`src/logic/bzd_map.vh`:
```
// constants for the buzzer output driver
// Function
// (RULE1) option picks off, pair or single pin mode
// (RULE2) pair mode second output inverts first output
// (RULE3) frequency is source over two power 2..9
// (RULE4) source is 32768Hz, internal RC, system/4
// (RULE5) frequency fixed by options, no register
// (RULE6) pair outputs gated by first data bit
// (RULE7) second data bit never gates inverted output
// (RULE8) single mode first pin gated, second plain port
// (RULE9) first direction bit high makes pin input
// (RULE10) input direction overrides buzzer at any time
// (RULE11) pair mode, first input: second drives data
// (RULE12) output is toggled square wave, equal halves
`ifndef BZD_MAP_VH
`define BZD_MAP_VH
// pin mode option codes
`define BZD_MODE_PORT   2'h0
`define BZD_MODE_PAIR   2'h1
`define BZD_MODE_SINGLE 2'h2
// source option codes
`define BZD_SRC_XTAL    2'h0
`define BZD_SRC_RC      2'h1
`define BZD_SRC_SYSDIV  2'h2
// divider exponent limits and system prescale
`define BZD_EXP_MIN     4'h2
`define BZD_EXP_MAX     4'h9
`define BZD_SYS_DIV     2'h3
// reset values of the port registers: inputs, data low
`define BZD_DIR_RESET   1'h1
`define BZD_DATA_RESET  1'h0
`endif

```
`src/logic/bzd_buzzer.v`:
```
// buzzer output driver sharing two port pins
`include "bzd_map.vh"
module bzd_buzzer #(
  parameter MODE = `BZD_MODE_PAIR,  // pin mode option
  parameter SRC  = `BZD_SRC_XTAL,   // source clock option
  parameter EXP  = `BZD_EXP_MIN     // ratio exponent, 2..9
) (
  input  wire clk,
  input  wire reset_n,
  input  wire xtal_32k,
  input  wire internal_low_speed_rc,
  input  wire direction_bit_first,
  input  wire direction_bit_second,
  input  wire port_data_first,
  input  wire port_data_second,
  input  wire shared_pin_first_in,
  input  wire shared_pin_second_in,
  output reg  shared_pin_first_out,
  output reg  shared_pin_first_oe,
  output reg  shared_pin_second_out,
  output reg  shared_pin_second_oe,
  output reg  pin_first_read,
  output reg  pin_second_read,
  output reg  buzzer_out_true
);
  // sync stages for the two slow oscillators and pin inputs
  reg  [2:0] xs;   // 32768Hz oscillator
  reg  [2:0] rs;   // internal rc oscillator
  reg  [2:0] p0s;  // first pin level
  reg  [2:0] p1s;  // second pin level
  reg  [1:0] sdiv; // system clock prescaler
  reg        src_tick; // one pulse per rising source edge
  reg        xl;       // settled 32768Hz level, moves only when stages agree
  reg        rl;       // settled rc level, moves only when stages agree
  wire       wave;     // divider output
  reg        next_out0, next_oe0, next_out1, next_oe1;

  // three-stage synchronisers, change counted when stages 2 and 3 agree
  always @(posedge clk or negedge reset_n) begin
    if (!reset_n) begin
      xs  <= 3'h0;
      rs  <= 3'h0;
      p0s <= 3'h0;
      p1s <= 3'h0;
    end else begin
      xs  <= {xs[1:0], xtal_32k};
      rs  <= {rs[1:0], internal_low_speed_rc};
      p0s <= {p0s[1:0], shared_pin_first_in};
      p1s <= {p1s[1:0], shared_pin_second_in};
    end
  end

  // select the source; rising edges become ticks
  // source is fixed by parameter, nothing at run time reaches it
  always @(posedge clk or negedge reset_n) begin
    if (!reset_n) begin
      sdiv     <= 2'h0;
      src_tick <= 1'b0;
      xl       <= 1'b0;
      rl       <= 1'b0;
    end else begin
      sdiv <= sdiv + 2'h1;
      // a level only counts once stages 2 and 3 agree, so a glitch cannot tick
      if (xs[1] == xs[2])
        xl <= xs[2];
      if (rs[1] == rs[2])
        rl <= rs[2];
      case (SRC)
        `BZD_SRC_XTAL: src_tick <= (xs[1] == xs[2]) & xs[2] & ~xl; // RULE4 RULE5
        `BZD_SRC_RC:   src_tick <= (rs[1] == rs[2]) & rs[2] & ~rl; // RULE4
        default:       src_tick <= (sdiv == `BZD_SYS_DIV); // RULE4
      endcase
    end
  end

  // square wave at source / 2^EXP
  bzd_divider #(
    .EXP (EXP)
  ) u_div (
    .clk     (clk),
    .reset_n (reset_n),
    .tick    (src_tick),
    .wave    (wave)
  );

  // pin function decode by mode, direction and data
  always @* begin
    next_out0 = port_data_first;
    next_oe0  = ~direction_bit_first;   // RULE9 RULE10
    next_out1 = port_data_second;
    next_oe1  = ~direction_bit_second;  // RULE10
    case (MODE)
      `BZD_MODE_PAIR: begin
        // first data bit gates both; second data bit drives the second pin only while the first pin is an input
        next_out0 = port_data_first & wave;  // RULE6 RULE1
        if (!direction_bit_first)
          next_out1 = port_data_first & ~wave; // RULE2 RULE6 RULE7
        else
          next_out1 = port_data_second;        // RULE11
      end
      `BZD_MODE_SINGLE: begin
        next_out0 = port_data_first & wave;  // RULE8 RULE1
      end
      default: begin
        next_out0 = port_data_first;         // RULE1
      end
    endcase
  end

  // registered pin drive and synchronised read-back
  always @(posedge clk or negedge reset_n) begin
    if (!reset_n) begin
      shared_pin_first_out  <= 1'b0;
      shared_pin_first_oe   <= 1'b0;
      shared_pin_second_out <= 1'b0;
      shared_pin_second_oe  <= 1'b0;
      pin_first_read        <= 1'b0;
      pin_second_read       <= 1'b0;
      buzzer_out_true       <= 1'b0;
    end else begin
      shared_pin_first_out  <= next_out0;
      shared_pin_first_oe   <= next_oe0;
      shared_pin_second_out <= next_out1;
      shared_pin_second_oe  <= next_oe1;
      buzzer_out_true       <= wave;
      if (p0s[1] == p0s[2])
        pin_first_read <= p0s[2];
      if (p1s[1] == p1s[2])
        pin_second_read <= p1s[2];
    end
  end
endmodule // bzd_buzzer

```
`src/logic/bzd_divider.v`:
```
// power-of-two divider with toggling square-wave output
module bzd_divider #(
  parameter EXP = 4'h2
) (
  input  wire clk,
  input  wire reset_n,
  input  wire tick,
  output reg  wave
);
  // half period is 2^(EXP-1) source ticks, so full period is 2^EXP
  reg [8:0] count; // source tick counter
  wire      last = (count == ((9'h001 << (EXP - 1)) - 9'h001));

  // count source ticks and toggle at the divider output
  always @(posedge clk or negedge reset_n) begin
    if (!reset_n) begin
      count <= 9'h000;
      wave  <= 1'b0;
    end else if (tick) begin
      if (last) begin
        count <= 9'h000;
        wave  <= ~wave; // RULE12 RULE3
      end else begin
        count <= count + 9'h001;
      end
    end
  end
endmodule // bzd_divider

```
`config.mk`:
```
export PLATFORM = sky130hd
export DESIGN_NAME = bzd_buzzer
export DESIGN_NICKNAME = d
export VERILOG_FILES = /design/src/logic/bzd_buzzer.v /design/src/logic/bzd_divider.v
export VERILOG_INCLUDE_DIRS = /design/src /design/src/logic
export SDC_FILE = /design/constraint.sdc
export NUM_CORES = 1
export LEC_CHECK = 0
export BUFFER_PORTS_ARGS = -buffer_cell sky130_fd_sc_hd__buf_2
export CAP_MARGIN = 25
export CORE_MARGIN = 8
export CORE_UTILIZATION = 30
export CTS_CLUSTER_DIAMETER = 120
export DETAILED_ROUTE_END_ITERATION = 12
export GPL_ROUTABILITY_DRIVEN = 0
export PLACE_DENSITY_LB_ADDON = 0.08
export SLEW_MARGIN = 20
export SYNTH_ARGS = -nofsm -noshare
export SYNTH_HDL_FRONTEND = slang
export SYNTH_SLANG_ARGS = --single-unit
```
`constraint.sdc`:
```
create_clock -name clk -period 1.7 [get_ports clk]
set_input_delay 0.17 -clock clk [delete_from_list [all_inputs] [get_ports clk]]
set_output_delay 0.17 -clock clk [all_outputs]
set_load 0.05 [all_outputs]
```
## Yosys cells after proc, flatten, opt, wreduce, memory -nomap -nowiden

Cells that the tools add are included.

- Register bits after elaboration: 28
- Logic and storage cells: 30
- Output and inout bits: 7
- Input port bits: 10

- Bitwise operators: 8
- Multiplexer cells: 2
- Reductions and logical operators: 1
- Equality and inequality tests: 4
- $add $sub $neg: 1

Operator list:

| cell | count |
|---|---|
| $add 9x1->9 const B | 1 |
| $eq 9x1->1 const B | 1 |
| $mux 9 | 1 |
| $and 1x1->1 | 4 |
| $not 1->1 | 4 |
| $eq 1x1->1 | 3 |
| $reduce_and 2->1 | 1 |
| $mux 1 | 1 |

## Depth between registers and ports, before layout

Gate-level depths: netlist (run 1).

- Depth in word-level cells: 3
- Mapped depth: 5
- Gate-level depth less buffers: 5

## Modules after synthesis

From an unflattened synthesis (run 1), not the netlist that was laid out.

- Cell total of the unflattened synthesis: 71
- Area total of the unflattened synthesis: 1008.5 µm²

Modules (own cells, without submodules):

| module | times used | area each (µm²) | cells an instance |
|---|---|---|---|
| bzd_buzzer | 1 | 533.0 | 28 |
| bzd_divider | 1 | 475.5 | 43 |

## Worst setup path after synthesis (run 1)

No wires, ideal clock.

- Kind: register -> register
- Start point: register u_div.count[2]
- End point: register u_div.count[1]
- Arrival time: 964 ps
- Clock period less this slack: 1091 ps
- Buffers on the path: 0
- Required time: 1573 ps
- Cell stages (with the launch flop): 4
- Setup slack: 609 ps
- Cell sequence: dfrtp_1 > nor4_2 > and3_1 > o22ai_1

- Word-level cells in the longest chain between the ends: 2

RTL lines:

| element | line | source |
|---|---|---|
| from (decl) | bzd_divider.v:11 | `reg [8:0] count;` |
| from (signal assigned) | bzd_divider.v:24 | `count <= count + 9'h001;` |
| $eq 9x1->1 | bzd_divider.v:12 | `wire last = (count == ((9'h001 << (EXP - 1)) - 9'h001));` |
| $mux 9 | bzd_divider.v:20 | `if (last) begin` |

No other way between the ends.
A chain may end at the register's enable or synchronous reset.

## Worst setup path in the final report (run 1)

- Start point: register u_div.count[1]
- End point: register u_div.count[1]

- Word-level cells in the longest chain between the ends: 2
- Elaborated cells between the ends (all ways): 3
- Classes of those cells: add/sub (1); eq/ne (1); mux (1)

RTL lines:

| element | line |
|---|---|
| $add 9x1->9 / $eq 9x1->1 (equally long branches) | bzd_divider.v:24, bzd_divider.v:12 |
| $mux 9 (*) | bzd_divider.v:20 |

Every way passes the cells marked *; elsewhere a longest branch is shown, timed or not.

==> flow_metrics.tcl, run 1 <==
set metrics [dict create \
    crit_family "flip-flops" \
    startpoint "u_div.count[1]" \
    synth_top_area_share_pct 69.7 \
    start_kind "register" \
    yosysWarnings 0 \
    worst_pin_slew_ps 611 \
    crit_buf_inv 1 \
    clock_sinks 28 \
    path_cells "inv_1, ha_1, nor2b_1, and3_1, o22ai_1" \
    finalNetCount 110 \
    required_ps 1920 \
    overflow 0 \
    synth_fa_ha_area_share_pct 5.73 \
    yosys.area_share.xor_xnor_pct 6.10 \
    drtPass1Iterations 2 \
    grt_pass1_vias 593 \
    synth-simple-area-share_pct 13.7 \
    start_util_pct 30.6 \
    synth_top_family_by_area "simple AND/OR/NAND/NOR gates" \
    place.port_buffers 15 \
    synth_flop_cell "dfrtp_1" \
    worst_setup_path_end_kind "register" \
    cp_max_fo 3 \
    grt_max_degree 29 \
    synth_compound_area_share_pct 2.49 \
    avgSynthCellArea_um2 14.2 \
    max_stage_delay_ps 430 \
    dieArea_mm2 0.00546 \
    hold_viol 0 \
    finalCritPeriodShare_pct 73.2 \
    rr_startpoint "u_div.count[1]" \
    coreArea_mm2 0.00328 \
    critPathKind "register to register" \
    antenna_found_initial 0 \
    row_count 21 \
    final_layout_size_suffix_gt1_share_pct 24.0 \
    synthMuxAreaShare_pct 1.12 \
    yosysTopAreaCell "dfrtp_1" \
    cp.arrival_ps 1460 \
    finClkSkew_ps 0.933 \
    synthTopCellsByArea "dfrtp_1 70%, ha_1 3.7%, xnor2_1 3.5%" \
    wl_per_cell_um 11.1 \
    vias 577 \
    multi_input_area_um2 293 \
    ys_ff_latch 28 \
    critical_path_depth 5 \
    boundaryPins 17 \
    period_needed_ps 1240 \
    rsz0062_at_grt "false" \
    cts_buffers 3 \
    synth_cells 71 \
    maxSlewViolCount 0 \
    power.density_mw_per_mm2 1270 \
    cts_root_buffer "clkbuf_4" \
    grt_first_pass_wirelength_mm 2.76 \
    first_iter_violations 20 \
    area_delta_synth_final_pct 24.4 \
    final.setup.tns_ps 0 \
    synth-edff-count 0 \
    synth.most_common_cell "dfrtp_1" \
    clock_latency_ps 320 \
    cts_tree "built" \
    drtAntennaViolNets 0 \
    drc 0 \
    fmax_ghz 0.804 \
    grtUsageTotal_pct 6.59 \
    reg2reg_to "u_div.count[1]" \
    cap_violations 0 \
    dieHeight_um 73.9 \
    maxSlewHeadroom_pct 59.2 \
    ys_seq_area_share_pct 69.7 \
    regArea_um2 701 \
    fill_cells 327 \
    syn_area_mm2 0.00100 \
    crit_slowest_cell "dfrtp_1" \
    antenna_cells 0 \
    status "completed" \
    die_w_um 73.9 \
    cts_setup_buffers 0 \
    irDropWorstVdd_v 0.000447 \
    drt-total-wl_mm 1.58 \
    synth.distinct_cells 22 \
    yosys-top-cells-count "28 x dfrtp_1, 4 x nor2_1, 4 x xnor2_1" \
    dp_hpwl_mm 1.11 \
    detail_route.vias_per_cell 4.06 \
    syn-num-nets 84 \
    reg2reg_depth 5 \
    hold_class "input pin to register" \
    cts_buffer_depth 2 \
    setup_violations 0 \
    cts.clk_slew.worst_paths_ps 140 \
    place_area_mm2 0.00114 \
    endpoint "u_div.count[1]" \
    async_reset_ff_share_pct 100 \
    cts_htree_levels 1 \
    rrSetupSlack_ps 460 \
    fin_area_mm2 0.00125 \
    p_leak_nw 0.595 \
]
==> flip-flops by register name, summed over array words and instances, names as in the netlist <==
register / count
u_div.wave: 1
src_tick: 1
pin_first_read: 1
shared_pin_first_oe: 1
shared_pin_second_out: 1
buzzer_out_true: 1
p0s: 3
xl: 1
p1s: 3
u_div.count: 9
shared_pin_second_oe: 1
xs: 3
shared_pin_first_out: 1
pin_second_read: 1
==> placed cells by master (no fill, tap or decap), types with 2 or more instances in the layout <==
cell	count
xnor2_1	4
buf_2	15
inv_1	3
or2b_1	2
ha_1	3
xor2_1	3
nor2b_1	2
nand3_1	2
nand2_1	3
nor2_1	4
maj3_1	2
o21ai_1	2
and3_1	2
dlygate4sd3_1	6
clkbuf_4	3
dfrtp_1	28
nand4_1	3
==> cell type report <==
class | instances | area share, %
inverters | 3 | 0.901
repair buffers | 21 | 10.8
clock buffers | 3 | 1.80
well taps | 46 | 4.60
flip-flops and latches | 28 | 56.1
multi-input cells | 40 | 23.4
clock inverters | 1 | 2.40
==> power by group <==
group / switching [mW] / internal (mW) / leakage [nW]
logic: 0.203 / 0.121 / 0.219
clock network: 0.188 / 0.238 / 0.0279
registers: 0.0770 / 0.759 / 0.348
total: 0.468 / 1.12 / 0.595
==> what timing repair did <==
item                      CTS  global route
hold endpoints to repair   33             0
hold buffers                6             0
resized for setup           0             0
==> worst register-to-register path: cells and delay by family, from the launching register on <==
| kind | cells | cell delay, ps |
|---|---|---|
| adder cells (fa/ha/maj) | 1 | 150 |
| flip-flops | 1 | 430 |
| buffers and inverters | 1 | 80 |
| AND/OR/NAND/NOR | 2 | 380 |
| AO/OA/AOI/OAI | 1 | 100 |
==> worst min path at each step <==
stage                    startpoint               endpoint  slack (ps)  depth (start not counted)
finish              port_data_first  shared_pin_second_out          60                          2
global route        port_data_first   shared_pin_first_out          40                          2
CTS                 port_data_first   shared_pin_first_out          50                          2
detailed placement          reset_n         u_div.count[7]         230                          1
global placement            reset_n         u_div.count[5]         220                          1
floorplan                   reset_n        buzzer_out_true        -130                          0
==> through the flow <==
stage               std cells  hold WS, ps  power [mW]  utilization (%)  setup slack (ps)
floorplan                  71         -126        1.07                -               609
global placement          132          222        1.16             34.6               484
detailed placement        132          230        1.17             34.6               475
CTS                       142         50.6        1.61             38.1               449
global route              142         43.0        1.69             38.1               368
finish                    142         64.7        1.59             38.1               456
==> cells by family (layout without fill, tap and decap cells) <==
group,Yosys count,in the layout
XOR/XNOR,7,7
AO/OA/AOI/OAI,4,4
multiplexers,1,1
buffers and inverters,3,28
adder cells (fa/ha/maj),5,5
flip-flops,28,28
AND/OR/NAND/NOR,23,23
==> per-layer routing <==
layer	routed length (um)	GRT usage [%]	vias to the layer above
met4	14	3.99	0
met1	822	8.85	277
li1	-	-	287
met2	651	8.76	11
met5	0	0	-
met3	87	2.18	2
Note: power is estimated with default switching activity, not from simulation.
==> run 2: changes to the inputs <==
==> constraint.sdc (replaced) <==
create_clock -name clk -period 1.2 [get_ports clk]
set_input_delay 0.12 -clock clk [delete_from_list [all_inputs] [get_ports clk]]
set_output_delay 0.12 -clock clk [all_outputs]
set_load 0.05 [all_outputs]
==> run 2 against run 1 <==
Routed wire length up 2.1%; first-iteration DRC count up 110%; final cell count is 6.3% higher; total power grew 51%; non-clock buffer count increased by 9; flip-flop and latch count unchanged; clock-buffer cell count is the same; hold slack worse by 26 ps; worst setup slack worse by 440 ps; maximum frequency rose by 5.3%.
==> flow_metrics.tcl, run 2 (synthesis results as in run 1) <==
set metrics [dict create \
    vias 605 \
    fill_cells 314 \
    final_layout_size_suffix_gt1_share_pct 33.3 \
    largest_reg_flops 9 \
    detail_route.vias_per_cell 4.01 \
    period_needed_ps 1180 \
    drtPass1Iterations 4 \
    finClkSkew_ps 11.9 \
    cts_buffers 3 \
    power.density_mw_per_mm2 1800 \
    irDropWorstVdd_v 0.000665 \
    maxSlewHeadroom_pct 76.6 \
    place.port_buffers 15 \
    cts_root_buffer "clkbuf_4" \
    dieArea_mm2 0.00546 \
    overflow 0 \
    clock_latency_ps 330 \
    rr_startpoint "u_div.count[1]" \
    finalNetCount 119 \
    p_leak_nw 0.640 \
    final_common_cell "dfrtp_1" \
    hold-path-endpoint "shared_pin_second_out" \
    coreArea_mm2 0.00328 \
    placed_cells 137 \
    top_register "u_div.count" \
    drc 0 \
    final.setup.tns_ps 0 \
    hold_viol 0 \
    row_count 21 \
    path_cells "inv_2, ha_2, nor2b_4, and3_4, o22ai_1" \
    layout_common_cells "28 x dfrtp_1, 15 x buf_2, 8 x buf_4" \
    fin_ws_ps 17.7 \
    wl_met1_um 821 \
    dp_slack_ps -10.1 \
    cts.clk_slew.worst_paths_ps 140 \
    finalCritPeriodShare_pct 98.5 \
    start_kind "register" \
    fin_area_mm2 0.00134 \
    grtUsageTotal_pct 6.76 \
    antenna_found_initial 0 \
    required_ps 1410 \
    cts_buffer_depth 2 \
    max_stage_delay_ps 430 \
    cts_tree "built" \
    hold_slack_ps 38.4 \
    hold_class "input pin to register" \
    area_delta_synth_final_pct 32.9 \
    cp_max_fo 3 \
    clock_sinks 28 \
    dieHeight_um 73.9 \
    topRoutingLayerUsed "met3" \
    rsz0062_at_grt "true" \
    boundaryPins 17 \
    status "completed" \
    worst_setup_path_end_kind "register" \
    wl_met3_um 94 \
    drt-total-wl_mm 1.61 \
    wl_per_cell_um 10.6 \
    drtAntennaViolNets 0 \
    setup_violations 0 \
    holdPathStages 2 \
    wl_met2_um 692 \
    die_w_um 73.9 \
    place_area_mm2 0.00117 \
    fmax_ghz 0.846 \
    start_util_pct 30.6 \
    crit_slowest_cell "dfrtp_1" \
    rrSetupSlack_ps 20 \
    reg2reg_to "u_div.count[1]" \
    first_iter_violations 42 \
    layout.cells.non_filler 151 \
    cp.arrival_ps 1400 \
    grt_pass1_vias 606 \
    maxSlewViolCount 0 \
    grt_first_pass_wirelength_mm 2.73 \
    reg2reg_depth 5 \
    antenna_cells 0 \
    cap_violations 0 \
    cts_htree_levels 1 \
    worst_pin_slew_ps 352 \
    grt_max_degree 29 \
    hp-start "port_data_second" \
    critPathKind "register to register" \
    dp_hpwl_mm 1.14 \
]
## run 2: cell types whose count changed in the layout (fill, tap and decap cells not counted), sizes merged
cell | previous run | this run
buf | 15 | 23
dlygate4sd3 | 6 | 7
## run 2: critical path, delay by kind of cell, from the launching register on
family,cells,cell delay (ps)
compound gates,1,80
fa+ha+maj,1,160
buf+inv,1,70
flops,1,430
simple gates,2,330
## run 2: how the worst max path moves through the flow
stage	from	endpoint	slack (ps)	depth (start not counted)
6_report	u_div.count[1]	u_div.count[1]	20	5
5_1_grt	u_div.count[1]	u_div.count[1]	-40	5
4_1_cts	u_div.count[0]	u_div.count[8]	0.2	4
3_5_place_dp	u_div.count[1]	u_div.count[1]	-10	5
3_3_place_gp	u_div.count[1]	u_div.count[1]	10	5
2_1_floorplan	u_div.count[2]	u_div.count[1]	110	3
## run 2: area by class of cell
| type | count | area, um^2 | share of cell area [%] |
|---|---|---|---|
| clock inverters | 1 | 30.0 | 2.25 |
| flip-flops and latches | 28 | 701 | 52.5 |
| inverters | 3 | 11.3 | 0.843 |
| multi-input cells | 40 | 308 | 23.1 |
| well taps | 46 | 57.6 | 4.31 |
| repair buffers | 30 | 205 | 15.4 |
| clock buffers | 3 | 22.5 | 1.69 |
## run 2: power by group
part           internal [mW]  total, mW  switching (mW)
logic                  0.293      0.625           0.332
registers               1.08       1.17          0.0912
clock network          0.338      0.607           0.270
## run 2: timing repair
| action | in CTS | in global routing |
|---|---|---|
| hold buffers | 7 | 0 |
| endpoints found under the setup margin | 4 | 6 |
| hold endpoints to repair | 34 | 0 |
| gates cloned | 0 | 0 |
| pin swaps | 0 | 3 |
| setup buffers | 1 | 2 |
| gates resized for setup | 2 | 3 |
## run 2: layer usage
layer,vias to the layer above,track usage [%]
met3,0,2.59
li1,303,-
met5,-,0
met4,0,3.99
met1,289,8.28
met2,13,9.74
## run 2: per-stage QoR
| step | power (mW) | utilization (%) |
|---|---|---|
| 6_report | 2.40 | 40.6 |
| 5_1_grt | 2.55 | 40.6 |
| 4_1_cts | 2.38 | 40.0 |
| 3_5_place_dp | 1.68 | 35.8 |
| 3_3_place_gp | 1.68 | 35.8 |
| 2_1_floorplan | 1.51 | - |
==> run 3: changes to the inputs <==
--- a/config.mk
+++ b/config.mk
@@ -6,6 +6,7 @@
 export SDC_FILE = /design/constraint.sdc
 export NUM_CORES = 1
 export LEC_CHECK = 0
+export ABC_AREA = 1
 export BUFFER_PORTS_ARGS = -buffer_cell sky130_fd_sc_hd__buf_2
 export CAP_MARGIN = 25
 export CORE_MARGIN = 8
==> run 3 against run 2 <==
Utilization up 2.2 points; via count up 37%; total power up 20%; routed wire length up 33%; sequential share of layout area down 7.7 points; combinational power up 47%; critical path type unchanged; critical endpoint is now u_div.wave; largest cell class unchanged.
==> flow_metrics.tcl, run 3 <==
set metrics [dict create \
    irDropWorstVdd_v 0.000482 \
    p_seq_share_pct 42.7 \
    grtUsageTotal_pct 7.44 \
    internal_power_mw 1.93 \
    synthTopCellsByArea "dfrtp_1 61%, nand2_1 11%, nand3_1 5.7%" \
    antenna_found_initial 0 \
    synth_flop_cell "dfrtp_1" \
    final.setup.tns_ps 0 \
    fmax_ghz 0.852 \
    rsz0062_at_grt "true" \
    worst_setup_path_end_kind "register" \
    first_iter_violations 24 \
    syn-num-nets 132 \
    finalCritPeriodShare_pct 97.8 \
    yosysTopAreaCell "dfrtp_1" \
    maxSlewViolCount 0 \
    cts_htree_levels 1 \
    wl_per_cell_um 10.7 \
    power.density_mw_per_mm2 1840 \
    coreArea_mm2 0.00366 \
    finClkSkew_ps 2.61 \
    synth-edff-count 0 \
    async_reset_ff_share_pct 100 \
    netSwitchingFraction_pct 33.0 \
    row_count 22 \
    hold_viol 0 \
    antenna_cells 0 \
    hold_class "input pin to register" \
    layout_common_cells "30 x nand2_1, 27 x dfrtp_1, 16 x inv_1" \
    drtPass1Iterations 4 \
    boundaryPins 17 \
    dp_hpwl_mm 1.46 \
    final_common_cell "nand2_1" \
    dieArea_mm2 0.00606 \
    ys_seq_area_share_pct 61.1 \
    yosys-top-cells-count "33 x nand2_1, 28 x dfrtp_1, 17 x inv_1" \
    critPathKind "register to register" \
    fill_cells 372 \
    total_power_mw 2.89 \
    cts_tree "built" \
    start_kind "register" \
    hold_slack_ps 53.1 \
    maxSlewHeadroom_pct 77.0 \
    die_w_um 77.8 \
    start_util_pct 31.3 \
    synth_cells 119 \
    largest_reg_flops 9 \
    place_area_mm2 0.00131 \
    top_register "u_div.count" \
    cts_root_buffer "clkbuf_8" \
    fin_area_mm2 0.00157 \
    status "completed" \
    crit_family "flip-flops" \
    cts_buffers 3 \
    fin_ws_ps 26.5 \
    cts_buffer_depth 2 \
    clock_power_share_pct 25.6 \
    cp.arrival_ps 1400 \
    regArea_um2 702 \
    overflow 0 \
    placed_cells 187 \
    period_needed_ps 1170 \
    detail_route.vias_per_cell 4.15 \
    dp_slack_ps -25.9 \
    synth_top_area_share_pct 61.1 \
    crit_slowest_cell "dfrtp_1" \
    path_cells "inv_2, ha_4, buf_6, nand3_4, nor2_4, nand3_2, nand2_2" \
    p_leak_nw 0.767 \
    drt-total-wl_mm 2.14 \
    multi_input_area_um2 457 \
    cp_max_fo 4 \
    drtAntennaViolNets 0 \
    place.port_buffers 15 \
    avgSynthCellArea_um2 9.64 \
    synth.distinct_cells 15 \
    worst_pin_slew_ps 345 \
    power_switching_mw 0.954 \
    dieHeight_um 77.8 \
    clock_sinks 28 \
    fin_util_pct 42.8 \
    finalNetCount 166 \
    crit_buf_inv 2 \
    ys_ff_latch 28 \
    cts.clk_slew.worst_paths_ps 100 \
    grt_max_degree 29 \
    cap_violations 0 \
    synth.most_common_cell "nand2_1" \
    required_ps 1420 \
    clock_latency_ps 270 \
    grt_first_pass_wirelength_mm 3.66 \
    yosysWarnings 0 \
    combPwrFrac_pct 31.7 \
    drc 0 \
    final_layout_size_suffix_gt1_share_pct 31.6 \
    max_stage_delay_ps 450 \
    layout.cells.non_filler 200 \
    area_delta_synth_final_pct 36.6 \
    syn_area_mm2 0.00115 \
    vias 830 \
    setup_violations 0 \
    grt_pass1_vias 850 \
]
-- run 3: timing repair --
action,4_1_cts,5_1_grt
pin swaps,4,11
hold endpoints to repair,33,0
setup endpoints to repair,4,7
hold buffers,6,0
resized for setup,5,19
setup buffers,3,0
-- run 3: final cells by class --
class / count / area share, %
Timing Repair Buffer: 31 / 13.6
Clock inverter: 1 / 1.92
Multi-Input combinational cell: 72 / 29.1
Sequential cell: 28 / 44.8
Clock buffer: 3 / 2.63
Inverter: 17 / 4.07
Tap cell: 48 / 3.83
-- run 3: path summary, 6_finish.rpt --
kind,startpoint,endpoint,slack (ps),cells past startpoint
worst max-delay path,u_div.count[1],u_div.wave,30,7
max in group asynchronous,reset_n,u_div.count[0],560,3
worst min-delay path,port_data_second,shared_pin_second_out,50,3
min in group asynchronous,reset_n,buzzer_out_true,370,3
worst min register to register,p1s[0],p1s[1],360,0
worst max register to register,u_div.count[1],u_div.wave,30,7
-- run 3: logic make-up after synthesis --
group | Yosys count | share of synthesized area [%]
simple gates | 62 | 22.5
flops | 28 | 61.1
buf+inv | 19 | 7.74
fa+ha+maj | 5 | 5.02
xor+xnor | 3 | 2.29
compound gates | 1 | 0.436
mux | 1 | 0.981
-- run 3: tightest hold or removal path, delay by kind of cell --
kind,cells,cell delay [ps]
simple gates,2,100
buf+inv,1,70
-- run 3: power groups by stage --
stage | Combinational, mW | Clock (mW) | Sequential, mW
finish | 0.916 | 0.738 | 1.23
global route | 1.01 | 0.828 | 1.25
CTS | 0.741 | 0.776 | 1.21
detailed placement | 0.638 | 0 | 1.22
global placement | 0.635 | 0 | 1.22
floorplan | 0.306 | 0 | 1.33
-- run 3: routing by layer --
| layer | track usage [%] | part of all wire [%] | up-vias |
|---|---|---|---|
| met5 | 0 | 0 | - |
| met2 | 11.9 | 51 | 11 |
| met4 | 2.83 | 1.1 | 0 |
| met1 | 8.82 | 43 | 391 |
| li1 | - | - | 426 |
| met3 | 2.76 | 4.5 | 2 |
